==> config.mk <==
export PLATFORM = sky130hd
export DESIGN_NAME = scl_top
export DESIGN_NICKNAME = d
export VERILOG_FILES = /design/src/rtl/scl_pkg.sv /design/src/rtl/scl_mux_if.sv /design/src/rtl/scl_mux_seq.sv /design/src/rtl/scl_gp_pin.sv /design/src/rtl/scl_top.sv
export SDC_FILE = /design/constraint.sdc
export NUM_CORES = 1
export LEC_CHECK = 0
export BUFFER_PORTS_ARGS = -buffer_cell sky130_fd_sc_hd__buf_2
export CAP_MARGIN = 20
export CORE_ASPECT_RATIO = 0.9
export CORE_MARGIN = 5
export CORE_UTILIZATION = 30
export CTS_BUF_LIST = sky130_fd_sc_hd__clkbuf_4
export DETAILED_ROUTE_END_ITERATION = 7
export SYNTH_ARGS = -nofsm -noshare
export SYNTH_HDL_FRONTEND = slang
export SYNTH_SLANG_ARGS = --single-unit
==> constraint.sdc <==
create_clock -name sys_clk_i -period 5 [get_ports sys_clk_i]
set_clock_uncertainty 0.05 [all_clocks]
set_input_delay 0 -clock sys_clk_i [delete_from_list [all_inputs] [get_ports sys_clk_i]]
set_output_delay 0 -clock sys_clk_i [all_outputs]
set_load 0.02 [all_outputs]
==> src/rtl/scl_pkg.sv <==
// Register map, field layout, reset values and counts of the sensor control.
package scl_pkg;

  // ************************************************************
  // Register offsets
  // ************************************************************
  localparam logic [7:0] ADDR_PIN_CONTROL    = 8'h6B;
  localparam logic [7:0] ADDR_ENABLE_CONTROL = 8'h80;
  localparam logic [7:0] ADDR_LAMP_CONTROL   = 8'hCD;

  // ************************************************************
  // Field positions
  // ************************************************************
  localparam int unsigned POWER_ON_BIT_POS     = 0;
  localparam int unsigned MEASURE_ENABLE_POS   = 1;
  localparam int unsigned WAIT_ENABLE_POS      = 3;
  localparam int unsigned MUX_START_POS        = 4;
  localparam int unsigned GP_INPUT_LEVEL_POS   = 0;
  localparam int unsigned GP_OUTPUT_LEVEL_POS  = 1;
  localparam int unsigned GP_INPUT_ENABLE_POS  = 2;
  localparam int unsigned GP_INVERT_POS        = 3;
  localparam int unsigned LAMP_ON_POS          = 7;
  localparam int unsigned LAMP_CODE_LSB        = 0;
  localparam int unsigned LAMP_CODE_W          = 7;

  // ************************************************************
  // Values after reset
  // ************************************************************
  localparam logic       RST_POWER_ON        = 1'h0;
  localparam logic       RST_MEASURE_ENABLE  = 1'h0;
  localparam logic       RST_WAIT_ENABLE     = 1'h0;
  localparam logic       RST_MUX_START       = 1'h0;
  localparam logic       RST_GP_INVERT       = 1'h0;
  localparam logic       RST_GP_INPUT_ENABLE = 1'h0;
  localparam logic       RST_GP_OUTPUT_LEVEL = 1'h1;
  localparam logic       RST_LAMP_ON         = 1'h0;
  localparam logic [6:0] RST_LAMP_CODE       = 7'h04;

  // ************************************************************
  // Lamp current scale in mA
  // ************************************************************
  localparam logic [8:0] LAMP_BASE_MA = 9'h004;

  // ************************************************************
  // Cycle and tick counts
  // ************************************************************
  localparam int unsigned TICK_DIV   = 4;
  localparam int unsigned MEAS_TICKS = 16;
  localparam int unsigned WAIT_TICKS = 8;
  localparam int unsigned MUX_TICKS  = 4;

  typedef enum logic [1:0] {
    SCL_MEAS_IDLE,
    SCL_MEAS_INTEG,
    SCL_MEAS_WAIT
  } scl_meas_state_t;

endpackage

==> src/rtl/scl_mux_if.sv <==
// Handshake between the register bank and the multiplexer sequencer.
`timescale 1ns/100ps
interface scl_mux_if;
  logic tick;
  logic start;
  logic busy;
  logic done;

  modport seq  (input tick, input start, output busy, output done);
  modport ctrl (output tick, output start, input busy, input done);
endinterface

==> src/rtl/scl_mux_seq.sv <==
// Sensor multiplexer command sequencer, paced by the oscillator tick.
`timescale 1ns/100ps
module scl_mux_seq #(
  parameter int unsigned MUX_TICKS = scl_pkg::MUX_TICKS
) (
  // Clock and reset
  input  wire logic sys_clk_i,
  input  wire logic sys_rst_i,
  // Command handshake
  scl_mux_if.seq    mux
);

  localparam int unsigned CW = (MUX_TICKS > 1) ? $clog2(MUX_TICKS) : 1;
  localparam logic [CW-1:0] LAST = CW'(MUX_TICKS - 1);

  logic [CW-1:0] count;

  always_ff @(posedge sys_clk_i) begin
    if (sys_rst_i) begin
      mux.busy <= 1'b0;
      mux.done <= 1'b0;
      count    <= '0;
    end else begin
      mux.done <= 1'b0;
      if (mux.start) begin
        mux.busy <= 1'b1;
        count    <= '0;
      end else if (mux.busy && mux.tick) begin
        if (count == LAST) begin
          mux.busy <= 1'b0;
          mux.done <= 1'b1;
        end else begin
          count <= count + 1'b1;
        end
      end
    end
  end

endmodule

==> src/rtl/scl_gp_pin.sv <==
// General-purpose pin: drive with optional inversion, or sample as input.
`timescale 1ns/100ps
module scl_gp_pin (
  // Clock and reset
  input  wire logic sys_clk_i,
  input  wire logic sys_rst_i,
  // Control fields
  input  wire logic invert_i,
  input  wire logic input_enable_i,
  input  wire logic output_level_i,
  // Pin
  input  wire logic pin_i,
  output logic      pin_o,
  output logic      pin_oe_n_o,
  // Sampled level
  output logic      input_level_o
);

  always_ff @(posedge sys_clk_i) begin
    if (sys_rst_i) begin
      pin_o      <= scl_pkg::RST_GP_OUTPUT_LEVEL ^ scl_pkg::RST_GP_INVERT;
      pin_oe_n_o <= scl_pkg::RST_GP_INPUT_ENABLE;
    end else begin
      pin_o      <= output_level_i ^ invert_i;
      pin_oe_n_o <= input_enable_i;
    end
  end

  always_ff @(posedge sys_clk_i) begin
    if (sys_rst_i) begin
      input_level_o <= 1'b0;
    end else begin
      input_level_o <= input_enable_i & pin_i;
    end
  end

endmodule

==> src/rtl/scl_top.sv <==
// Enable, pin and lamp control registers of the spectral sensor.
`timescale 1ns/100ps

module scl_top #(
  parameter int unsigned TICK_DIV   = scl_pkg::TICK_DIV,
  parameter int unsigned MEAS_TICKS = scl_pkg::MEAS_TICKS,
  parameter int unsigned WAIT_TICKS = scl_pkg::WAIT_TICKS,
  parameter int unsigned MUX_TICKS  = scl_pkg::MUX_TICKS
) (
  // Clock and reset
  input  wire logic       sys_clk_i,
  input  wire logic       sys_rst_i,
  // Register port
  input  wire logic [7:0] reg_addr_i,
  input  wire logic [7:0] reg_wdata_i,
  input  wire logic       reg_wr_i,
  input  wire logic       reg_rd_i,
  output logic      [7:0] reg_rdata_o,
  // Oscillator and measurement status
  output logic            osc_en_o,
  output logic            meas_active_o,
  output logic            meas_wait_o,
  output logic            meas_done_o,
  output logic            mux_busy_o,
  // General-purpose pin
  input  wire logic       gp_pin_i,
  output logic            gp_pin_o,
  output logic            gp_pin_oe_n_o,
  // Lamp driver
  output logic            lamp_drive_pin_o,
  output logic      [6:0] lamp_current_code_o,
  output logic      [8:0] lamp_current_ma_o
);

  localparam int unsigned DW = (TICK_DIV > 1) ? $clog2(TICK_DIV) : 1;
  localparam int unsigned MW = $clog2(MEAS_TICKS + WAIT_TICKS + 1);
  localparam logic [DW-1:0] DIV_LAST  = DW'(TICK_DIV - 1);
  localparam logic [MW-1:0] MEAS_LAST = MW'(MEAS_TICKS - 1);
  localparam logic [MW-1:0] WAIT_LAST = MW'(WAIT_TICKS - 1);

  // ************************************************************
  // Register state
  // ************************************************************
  logic       power_on_bit;
  logic       spectral_measure_enable;
  logic       measurement_wait_enable;
  logic       sensor_mux_start;
  logic       gp_pin_invert;
  logic       gp_pin_input_enable;
  logic       gp_pin_output_level;
  logic       gp_pin_input_level;
  logic       lamp_on;
  logic [6:0] lamp_drive_current;

  logic       wr_enable;
  logic       wr_pin;
  logic       wr_lamp;
  logic       tick;
  logic [DW-1:0] div_count;
  logic [MW-1:0] meas_count;
  scl_pkg::scl_meas_state_t meas_state;
  scl_pkg::scl_meas_state_t next_meas_state;
  logic [8:0] next_lamp_ma;

  scl_mux_if mux ();

  // Address match shared by the write and read paths
  function automatic logic addr_hit(input logic [7:0] addr,
                                    input logic [7:0] target);
    addr_hit = (addr == target);
  endfunction

  assign wr_enable = reg_wr_i && addr_hit(reg_addr_i,
                                          scl_pkg::ADDR_ENABLE_CONTROL);
  assign wr_pin    = reg_wr_i && addr_hit(reg_addr_i,
                                          scl_pkg::ADDR_PIN_CONTROL);
  assign wr_lamp   = reg_wr_i && addr_hit(reg_addr_i,
                                          scl_pkg::ADDR_LAMP_CONTROL);

  // ************************************************************
  // Enable register
  // ************************************************************
  always_ff @(posedge sys_clk_i) begin
    if (sys_rst_i) begin
      power_on_bit            <= scl_pkg::RST_POWER_ON;
      spectral_measure_enable <= scl_pkg::RST_MEASURE_ENABLE;
      measurement_wait_enable <= scl_pkg::RST_WAIT_ENABLE;
    end else if (wr_enable) begin
      power_on_bit            <= reg_wdata_i[scl_pkg::POWER_ON_BIT_POS];
      spectral_measure_enable <= reg_wdata_i[scl_pkg::MEASURE_ENABLE_POS];
      measurement_wait_enable <= reg_wdata_i[scl_pkg::WAIT_ENABLE_POS];
    end
  end

  // Self-clearing start; a new write of one wins over completion
  always_ff @(posedge sys_clk_i) begin
    if (sys_rst_i) begin
      sensor_mux_start <= scl_pkg::RST_MUX_START;
    end else if (wr_enable && reg_wdata_i[scl_pkg::MUX_START_POS]) begin
      sensor_mux_start <= 1'b1;
    end else if (mux.done) begin
      sensor_mux_start <= 1'b0;
    end
  end

  // Launch only when no command is pending or one ends now
  always_ff @(posedge sys_clk_i) begin
    if (sys_rst_i) begin
      mux.start <= 1'b0;
    end else begin
      mux.start <= wr_enable && reg_wdata_i[scl_pkg::MUX_START_POS]
                   && (!sensor_mux_start || mux.done);
    end
  end

  // ************************************************************
  // Pin and lamp registers
  // ************************************************************
  always_ff @(posedge sys_clk_i) begin
    if (sys_rst_i) begin
      gp_pin_invert       <= scl_pkg::RST_GP_INVERT;
      gp_pin_input_enable <= scl_pkg::RST_GP_INPUT_ENABLE;
      gp_pin_output_level <= scl_pkg::RST_GP_OUTPUT_LEVEL;
    end else if (wr_pin) begin
      gp_pin_invert       <= reg_wdata_i[scl_pkg::GP_INVERT_POS];
      gp_pin_input_enable <= reg_wdata_i[scl_pkg::GP_INPUT_ENABLE_POS];
      gp_pin_output_level <= reg_wdata_i[scl_pkg::GP_OUTPUT_LEVEL_POS];
    end
  end

  always_ff @(posedge sys_clk_i) begin
    if (sys_rst_i) begin
      lamp_on            <= scl_pkg::RST_LAMP_ON;
      lamp_drive_current <= scl_pkg::RST_LAMP_CODE;
    end else if (wr_lamp) begin
      lamp_on            <= reg_wdata_i[scl_pkg::LAMP_ON_POS];
      lamp_drive_current <= reg_wdata_i[scl_pkg::LAMP_CODE_LSB +:
                                        scl_pkg::LAMP_CODE_W];
    end
  end

  // ************************************************************
  // Read port
  // ************************************************************
  always_ff @(posedge sys_clk_i) begin
    if (sys_rst_i) begin
      reg_rdata_o <= 8'h00;
    end else if (reg_rd_i) begin
      reg_rdata_o <= 8'h00;
      if (addr_hit(reg_addr_i, scl_pkg::ADDR_ENABLE_CONTROL)) begin
        reg_rdata_o[scl_pkg::POWER_ON_BIT_POS]   <= power_on_bit;
        reg_rdata_o[scl_pkg::MEASURE_ENABLE_POS] <= spectral_measure_enable;
        reg_rdata_o[scl_pkg::WAIT_ENABLE_POS]    <= measurement_wait_enable;
        reg_rdata_o[scl_pkg::MUX_START_POS]      <= sensor_mux_start;
      end else if (addr_hit(reg_addr_i, scl_pkg::ADDR_PIN_CONTROL)) begin
        reg_rdata_o[scl_pkg::GP_INVERT_POS]       <= gp_pin_invert;
        reg_rdata_o[scl_pkg::GP_INPUT_ENABLE_POS] <= gp_pin_input_enable;
        reg_rdata_o[scl_pkg::GP_OUTPUT_LEVEL_POS] <= gp_pin_output_level;
        reg_rdata_o[scl_pkg::GP_INPUT_LEVEL_POS]  <= gp_pin_input_level;
      end else if (addr_hit(reg_addr_i, scl_pkg::ADDR_LAMP_CONTROL)) begin
        reg_rdata_o[scl_pkg::LAMP_ON_POS] <= lamp_on;
        reg_rdata_o[scl_pkg::LAMP_CODE_LSB +: scl_pkg::LAMP_CODE_W]
          <= lamp_drive_current;
      end
    end
  end

  // ************************************************************
  // Oscillator tick divider
  // ************************************************************
  assign osc_en_o = power_on_bit;
  assign tick     = power_on_bit && (div_count == DIV_LAST);

  always_ff @(posedge sys_clk_i) begin
    if (sys_rst_i || !power_on_bit) begin
      div_count <= '0;
    end else if (div_count == DIV_LAST) begin
      div_count <= '0;
    end else begin
      div_count <= div_count + 1'b1;
    end
  end

  assign mux.tick   = tick;
  assign mux_busy_o = mux.busy;

  scl_mux_seq #(
    .MUX_TICKS (MUX_TICKS)
  ) u_mux_seq (
    .sys_clk_i (sys_clk_i),
    .sys_rst_i (sys_rst_i),
    .mux       (mux.seq)
  );

  // ************************************************************
  // Measurement sequencer
  // ************************************************************
  always_comb begin
    next_meas_state = meas_state;
    unique case (meas_state)
      scl_pkg::SCL_MEAS_IDLE: begin
        if (!sensor_mux_start && !mux.busy) begin
          next_meas_state = scl_pkg::SCL_MEAS_INTEG;
        end
      end
      scl_pkg::SCL_MEAS_INTEG: begin
        if (tick && meas_count == MEAS_LAST) begin
          next_meas_state = measurement_wait_enable
                            ? scl_pkg::SCL_MEAS_WAIT
                            : scl_pkg::SCL_MEAS_INTEG;
        end
      end
      scl_pkg::SCL_MEAS_WAIT: begin
        if (tick && meas_count == WAIT_LAST) begin
          next_meas_state = scl_pkg::SCL_MEAS_INTEG;
        end
      end
    endcase
    if (!spectral_measure_enable || !power_on_bit) begin
      next_meas_state = scl_pkg::SCL_MEAS_IDLE;
    end
  end

  always_ff @(posedge sys_clk_i) begin
    if (sys_rst_i) begin
      meas_state <= scl_pkg::SCL_MEAS_IDLE;
    end else begin
      meas_state <= next_meas_state;
    end
  end

  always_ff @(posedge sys_clk_i) begin
    if (sys_rst_i || next_meas_state != meas_state) begin
      meas_count <= '0;
    end else if (tick && meas_state == scl_pkg::SCL_MEAS_INTEG
                 && meas_count == MEAS_LAST) begin
      meas_count <= '0;
    end else if (tick && meas_state != scl_pkg::SCL_MEAS_IDLE) begin
      meas_count <= meas_count + 1'b1;
    end
  end

  always_ff @(posedge sys_clk_i) begin
    if (sys_rst_i) begin
      meas_done_o   <= 1'b0;
      meas_active_o <= 1'b0;
      meas_wait_o   <= 1'b0;
    end else begin
      meas_done_o   <= tick && meas_state == scl_pkg::SCL_MEAS_INTEG
                       && meas_count == MEAS_LAST
                       && spectral_measure_enable && power_on_bit;
      meas_active_o <= next_meas_state == scl_pkg::SCL_MEAS_INTEG;
      meas_wait_o   <= next_meas_state == scl_pkg::SCL_MEAS_WAIT;
    end
  end

  // ************************************************************
  // Pin and lamp drive
  // ************************************************************
  scl_gp_pin u_gp_pin (
    .sys_clk_i      (sys_clk_i),
    .sys_rst_i      (sys_rst_i),
    .invert_i       (gp_pin_invert),
    .input_enable_i (gp_pin_input_enable),
    .output_level_i (gp_pin_output_level),
    .pin_i          (gp_pin_i),
    .pin_o          (gp_pin_o),
    .pin_oe_n_o     (gp_pin_oe_n_o),
    .input_level_o  (gp_pin_input_level)
  );

  assign next_lamp_ma = 9'(scl_pkg::LAMP_BASE_MA
                           + {1'b0, lamp_drive_current, 1'b0});

  always_ff @(posedge sys_clk_i) begin
    if (sys_rst_i) begin
      lamp_drive_pin_o    <= scl_pkg::RST_LAMP_ON;
      lamp_current_code_o <= scl_pkg::RST_LAMP_CODE;
      lamp_current_ma_o   <= 9'(scl_pkg::LAMP_BASE_MA
                                + {1'b0, scl_pkg::RST_LAMP_CODE, 1'b0});
    end else begin
      lamp_drive_pin_o    <= lamp_on;
      lamp_current_code_o <= lamp_drive_current;
      lamp_current_ma_o   <= next_lamp_ma;
    end
  end

  // ************************************************************
  // Assertions
  // ************************************************************
  osc_tick_gate_a : assert property (
    @(posedge sys_clk_i) disable iff (sys_rst_i)
    !power_on_bit |-> !tick && osc_en_o == 1'b0
    && (!mux.done || $past(power_on_bit)))
    else $error("tick seen while powered off");

  mux_launch_a : assert property (
    @(posedge sys_clk_i) disable iff (sys_rst_i)
    wr_enable && reg_wdata_i[scl_pkg::MUX_START_POS] && !sensor_mux_start
    |=> mux.start ##1 mux.busy && sensor_mux_start)
    else $error("mux command not launched");

  mux_self_clear_a : assert property (
    @(posedge sys_clk_i) disable iff (sys_rst_i)
    mux.done && !(wr_enable && reg_wdata_i[scl_pkg::MUX_START_POS])
    |=> !sensor_mux_start)
    else $error("mux start bit not cleared");

  wait_insert_a : assert property (
    @(posedge sys_clk_i) disable iff (sys_rst_i)
    meas_done_o && $past(measurement_wait_enable)
    && spectral_measure_enable && power_on_bit
    |-> meas_state == scl_pkg::SCL_MEAS_WAIT)
    else $error("wait period missing");

  wait_skip_a : assert property (
    @(posedge sys_clk_i) disable iff (sys_rst_i)
    meas_done_o && !$past(measurement_wait_enable)
    |-> meas_state != scl_pkg::SCL_MEAS_WAIT)
    else $error("unexpected wait period");

  meas_stop_a : assert property (
    @(posedge sys_clk_i) disable iff (sys_rst_i)
    !spectral_measure_enable |=> meas_state == scl_pkg::SCL_MEAS_IDLE
    && !meas_active_o)
    else $error("measurement runs while disabled");

  pin_polarity_a : assert property (
    @(posedge sys_clk_i) disable iff (sys_rst_i)
    !gp_pin_input_enable && $stable(gp_pin_invert)
    && $stable(gp_pin_output_level)
    |=> gp_pin_o == ($past(gp_pin_output_level) ^ $past(gp_pin_invert))
        && !gp_pin_oe_n_o)
    else $error("pin output level wrong");

  pin_input_a : assert property (
    @(posedge sys_clk_i) disable iff (sys_rst_i)
    gp_pin_input_enable |=> gp_pin_oe_n_o)
    else $error("pin driven while input enabled");

  pin_status_a : assert property (
    @(posedge sys_clk_i) disable iff (sys_rst_i)
    reg_rd_i && addr_hit(reg_addr_i, scl_pkg::ADDR_PIN_CONTROL)
    && !gp_pin_input_enable && !$past(gp_pin_input_enable)
    |=> !reg_rdata_o[scl_pkg::GP_INPUT_LEVEL_POS])
    else $error("input level shown while disabled");

  lamp_switch_a : assert property (
    @(posedge sys_clk_i) disable iff (sys_rst_i)
    wr_lamp |=> ##1 lamp_drive_pin_o == $past(reg_wdata_i[7], 2))
    else $error("lamp pin does not follow lamp-on");

  lamp_current_a : assert property (
    @(posedge sys_clk_i) disable iff (sys_rst_i)
    wr_lamp |=> ##1 lamp_current_ma_o
      == 9'(9'h004 + 9'h002 * {2'h0, $past(reg_wdata_i[6:0], 2)}))
    else $error("lamp current scale wrong");

  reserved_zero_a : assert property (
    @(posedge sys_clk_i) disable iff (sys_rst_i)
    reg_rd_i && addr_hit(reg_addr_i, scl_pkg::ADDR_ENABLE_CONTROL)
    |=> reg_rdata_o[7:5] == 3'h0 && reg_rdata_o[2] == 1'b0)
    else $error("reserved bits read non-zero");

endmodule

==> impl_metrics.env <==
export IMPL_status="complete, no violations"
export IMPL_clkTransAtPathRegs_ns=0.10
export IMPL_final_common_cell="dfxtp_1"
export IMPL_dp_hpwl_um=4250
export IMPL_top_usage_layer="met2"
export IMPL_grt_use_met1_pct=15.9
export IMPL_cts_sinks=58
export IMPL_via_per_inst=4.91
export IMPL_num_antenna_cells=0
export IMPL_cts_max_level=3
export IMPL_drive_gt1_share_pct=24.4
export IMPL_insertion_delay_ns=0.39
export IMPL_gr_total_overflow=0
export IMPL_ctsHoldBuffers=20
export IMPL_grt_pass1_vias=2137
export IMPL_cts_buffers=9
export IMPL_yosysWarnings=0
export IMPL_vdd_ir_drop_max_mv=0.123
export IMPL_wl_per_cell_um=13.8
export IMPL_met2_usage_pct=19.0
export IMPL_synthCells=261
export IMPL_required_ns=5.27
export IMPL_cts_buffer_depth=2
export IMPL_portBuffers=51
export IMPL_die_w_um=106
export IMPL_die_y_um=96.8
export IMPL_fin_crit_sh_pct=44.8
export IMPL_synth_edff_count=0
export IMPL_max_slew_margin_rel_pct=39.7
export IMPL_crit_type="input port to flop"
export IMPL_dr_pass1_iters=4
export IMPL_synth_yosys_seq_area_share_pct=46.2
export IMPL_core_area_sq_um=8110
export IMPL_hold_violations=0
export IMPL_rsz0062_at_grt="false"
export IMPL_fin_hold_ws_ns=0.0599
export IMPL_initial_core_util_pct=31.0
export IMPL_cp_arrival_ns=2.51
export IMPL_ys_ff_latch=58
export IMPL_fp_dieArea_sq_um=10300
export IMPL_power_density_nw_per_um2=283
export IMPL_critPathMaxFanout=15
export IMPL_io_pins=53
export IMPL_drcViolationCount=0
export IMPL_final_setup_viol_count=0
export IMPL_async_flop_share_pct=0
export IMPL_syn_nets=290
export IMPL_finalPower_w=0.000889
export IMPL_post_cts_resized=0
export IMPL_grt_max_degree=51
export IMPL_cts_tree="built"
export IMPL_finalNetCount=356
export IMPL_layout_min_cycle_time_ns=2.24
export IMPL_maxCapViolCount=0
export IMPL_grt_first_pass_wirelength_um=10200
export IMPL_post_cts_buffers=0
export IMPL_cp_start_kind="input port"
export IMPL_postRouteWirelength_um=5950
export IMPL_clock_root_buffer="clkbuf_4"
export IMPL_synthFlopType="dfxtp_1"
export IMPL_synthToLayoutAreaGrowth_pct=25.2
export IMPL_tightestPinTransition_ns=0.904
export IMPL_rows=31
export IMPL_post_dp_cell_area_sq_um=2780
export IMPL_max_clock_freq_mhz=447
export IMPL_met3_usage_pct=2.86
export IMPL_p_leak_nw=1.26
export IMPL_slew_viol_final=0
export IMPL_gp_congestion=0.892
export IMPL_layout_common_cells="58 x dfxtp_1, 51 x buf_2, 20 x dlygate4sd3_1"
export IMPL_antenna_found_initial=0
export IMPL_drt_iter0_markers=109
export IMPL_hold_class="input port to flop"
export IMPL_tns_ns=0
export IMPL_ant_nets=0
export IMPL_synth_distinct_cells=56
export IMPL_finish_instance_area_sq_um=3140
export IMPL_endpoint_kind="flop"
export IMPL_via_count=2118
export IMPL_grt_total_usage_pct=12.3
export IMPL_syn_cell_area_sq_um=2510
export IMPL_synth_avg_cell_area_sq_um=9.62
==> metrics by stage <==
stage / util, % / worst slack [ns] / cells
2_1_floorplan: - / 3.13 / 261
3_3_place_gp: 34.3 / 3.03 / 395
3_5_place_dp: 34.3 / 2.96 / 395
4_1_cts: 38.8 / 2.81 / 431
5_1_grt: 38.8 / 2.56 / 431
6_report: 38.8 / 2.76 / 431
==> state kept, by name (all words and copies together), names as in the netlist, 2 cells and up <==
register,count
meas_count,5
lamp_drive_current,7
u_mux_seq.count,2
div_count,2
lamp_current_ma_o,7
lamp_current_code_o,7
meas_state,2
reg_rdata_o,8
==> layer usage <==
layer / vias to the layer above / routed length [um]
met4: 0 / 116
li1: 1067 / -
met2: 64 / 2610
met1: 979 / 2890
met3: 8 / 337
met5: - / 0
==> power by group <==
part	switching [W]	leakage [nW]	internal [W]
clock network	0.000179	0.0835	0.000202
logic	0.0000238	0.707	0.0000199
registers	0.00000114	0.468	0.000463
total	0.000204	1.26	0.000685
==> kinds of logic (layout without fill, tap and decap cells) <==
logic type | after synthesis | after routing | synth area share [%]
other | 1 | 1 | 0.149
xor gates and xnor gates | 9 | 9 | 3.14
buffers and inverters | 23 | 94 | 5.33
muxes | 7 | 7 | 2.84
and+or+nand+nor | 112 | 112 | 26.2
DFF | 58 | 58 | 46.2
AOI/OAI and AO/OA | 43 | 43 | 12.1
adders and majority gates | 8 | 8 | 3.99
==> worst paths after layout <==
check           startpoint                    end  cells past startpoint  slack (ns)
max reg2reg  meas_count[0]          meas_count[3]                      7        2.96
min          reg_addr_i[7]    gp_pin_output_level                      4        0.06
min reg2reg   div_count[0]           div_count[0]                      1        0.39
max          reg_addr_i[1]  lamp_drive_current[6]                      7        2.76
==> Yosys cell counts, drive strengths merged, types with 5 or more instances <==
cell    count  area (sq um)
dfxtp      58          1160
a21oi      19           106
nand2      18          67.6
nand3      18           100
nor2       13          48.8
nand2b     10          62.6
nor3       10          50.1
buf         9          76.3
nor2b       9          56.3
ha          8           100
clkbuf      7          31.3
inv         7          26.3
and3        6          38.8
mux2i       6          60.1
nand4       5          31.3
xor2        5          43.8
==> area by class of cell <==
cell class | count | area (sq um)
Clock inverter | 7 | 93.8
Tap cell | 99 | 124
Multi-Input combinational cell | 180 | 1220
Timing Repair Buffer | 71 | 455
Fill cell | 818 | 4960
Inverter | 7 | 26.3
Clock buffer | 9 | 67.6
Sequential cell | 58 | 1160
==> critical path, stage by stage <==
cell           delay [ns]
dlygate4sd3_1        0.54
buf_2                0.15
nor4b_4              0.41
and2_1               0.57
nand3_1              0.14
dlygate4sd3_1        0.58
a21oi_1              0.12
(Power assumes the default switching activity.)
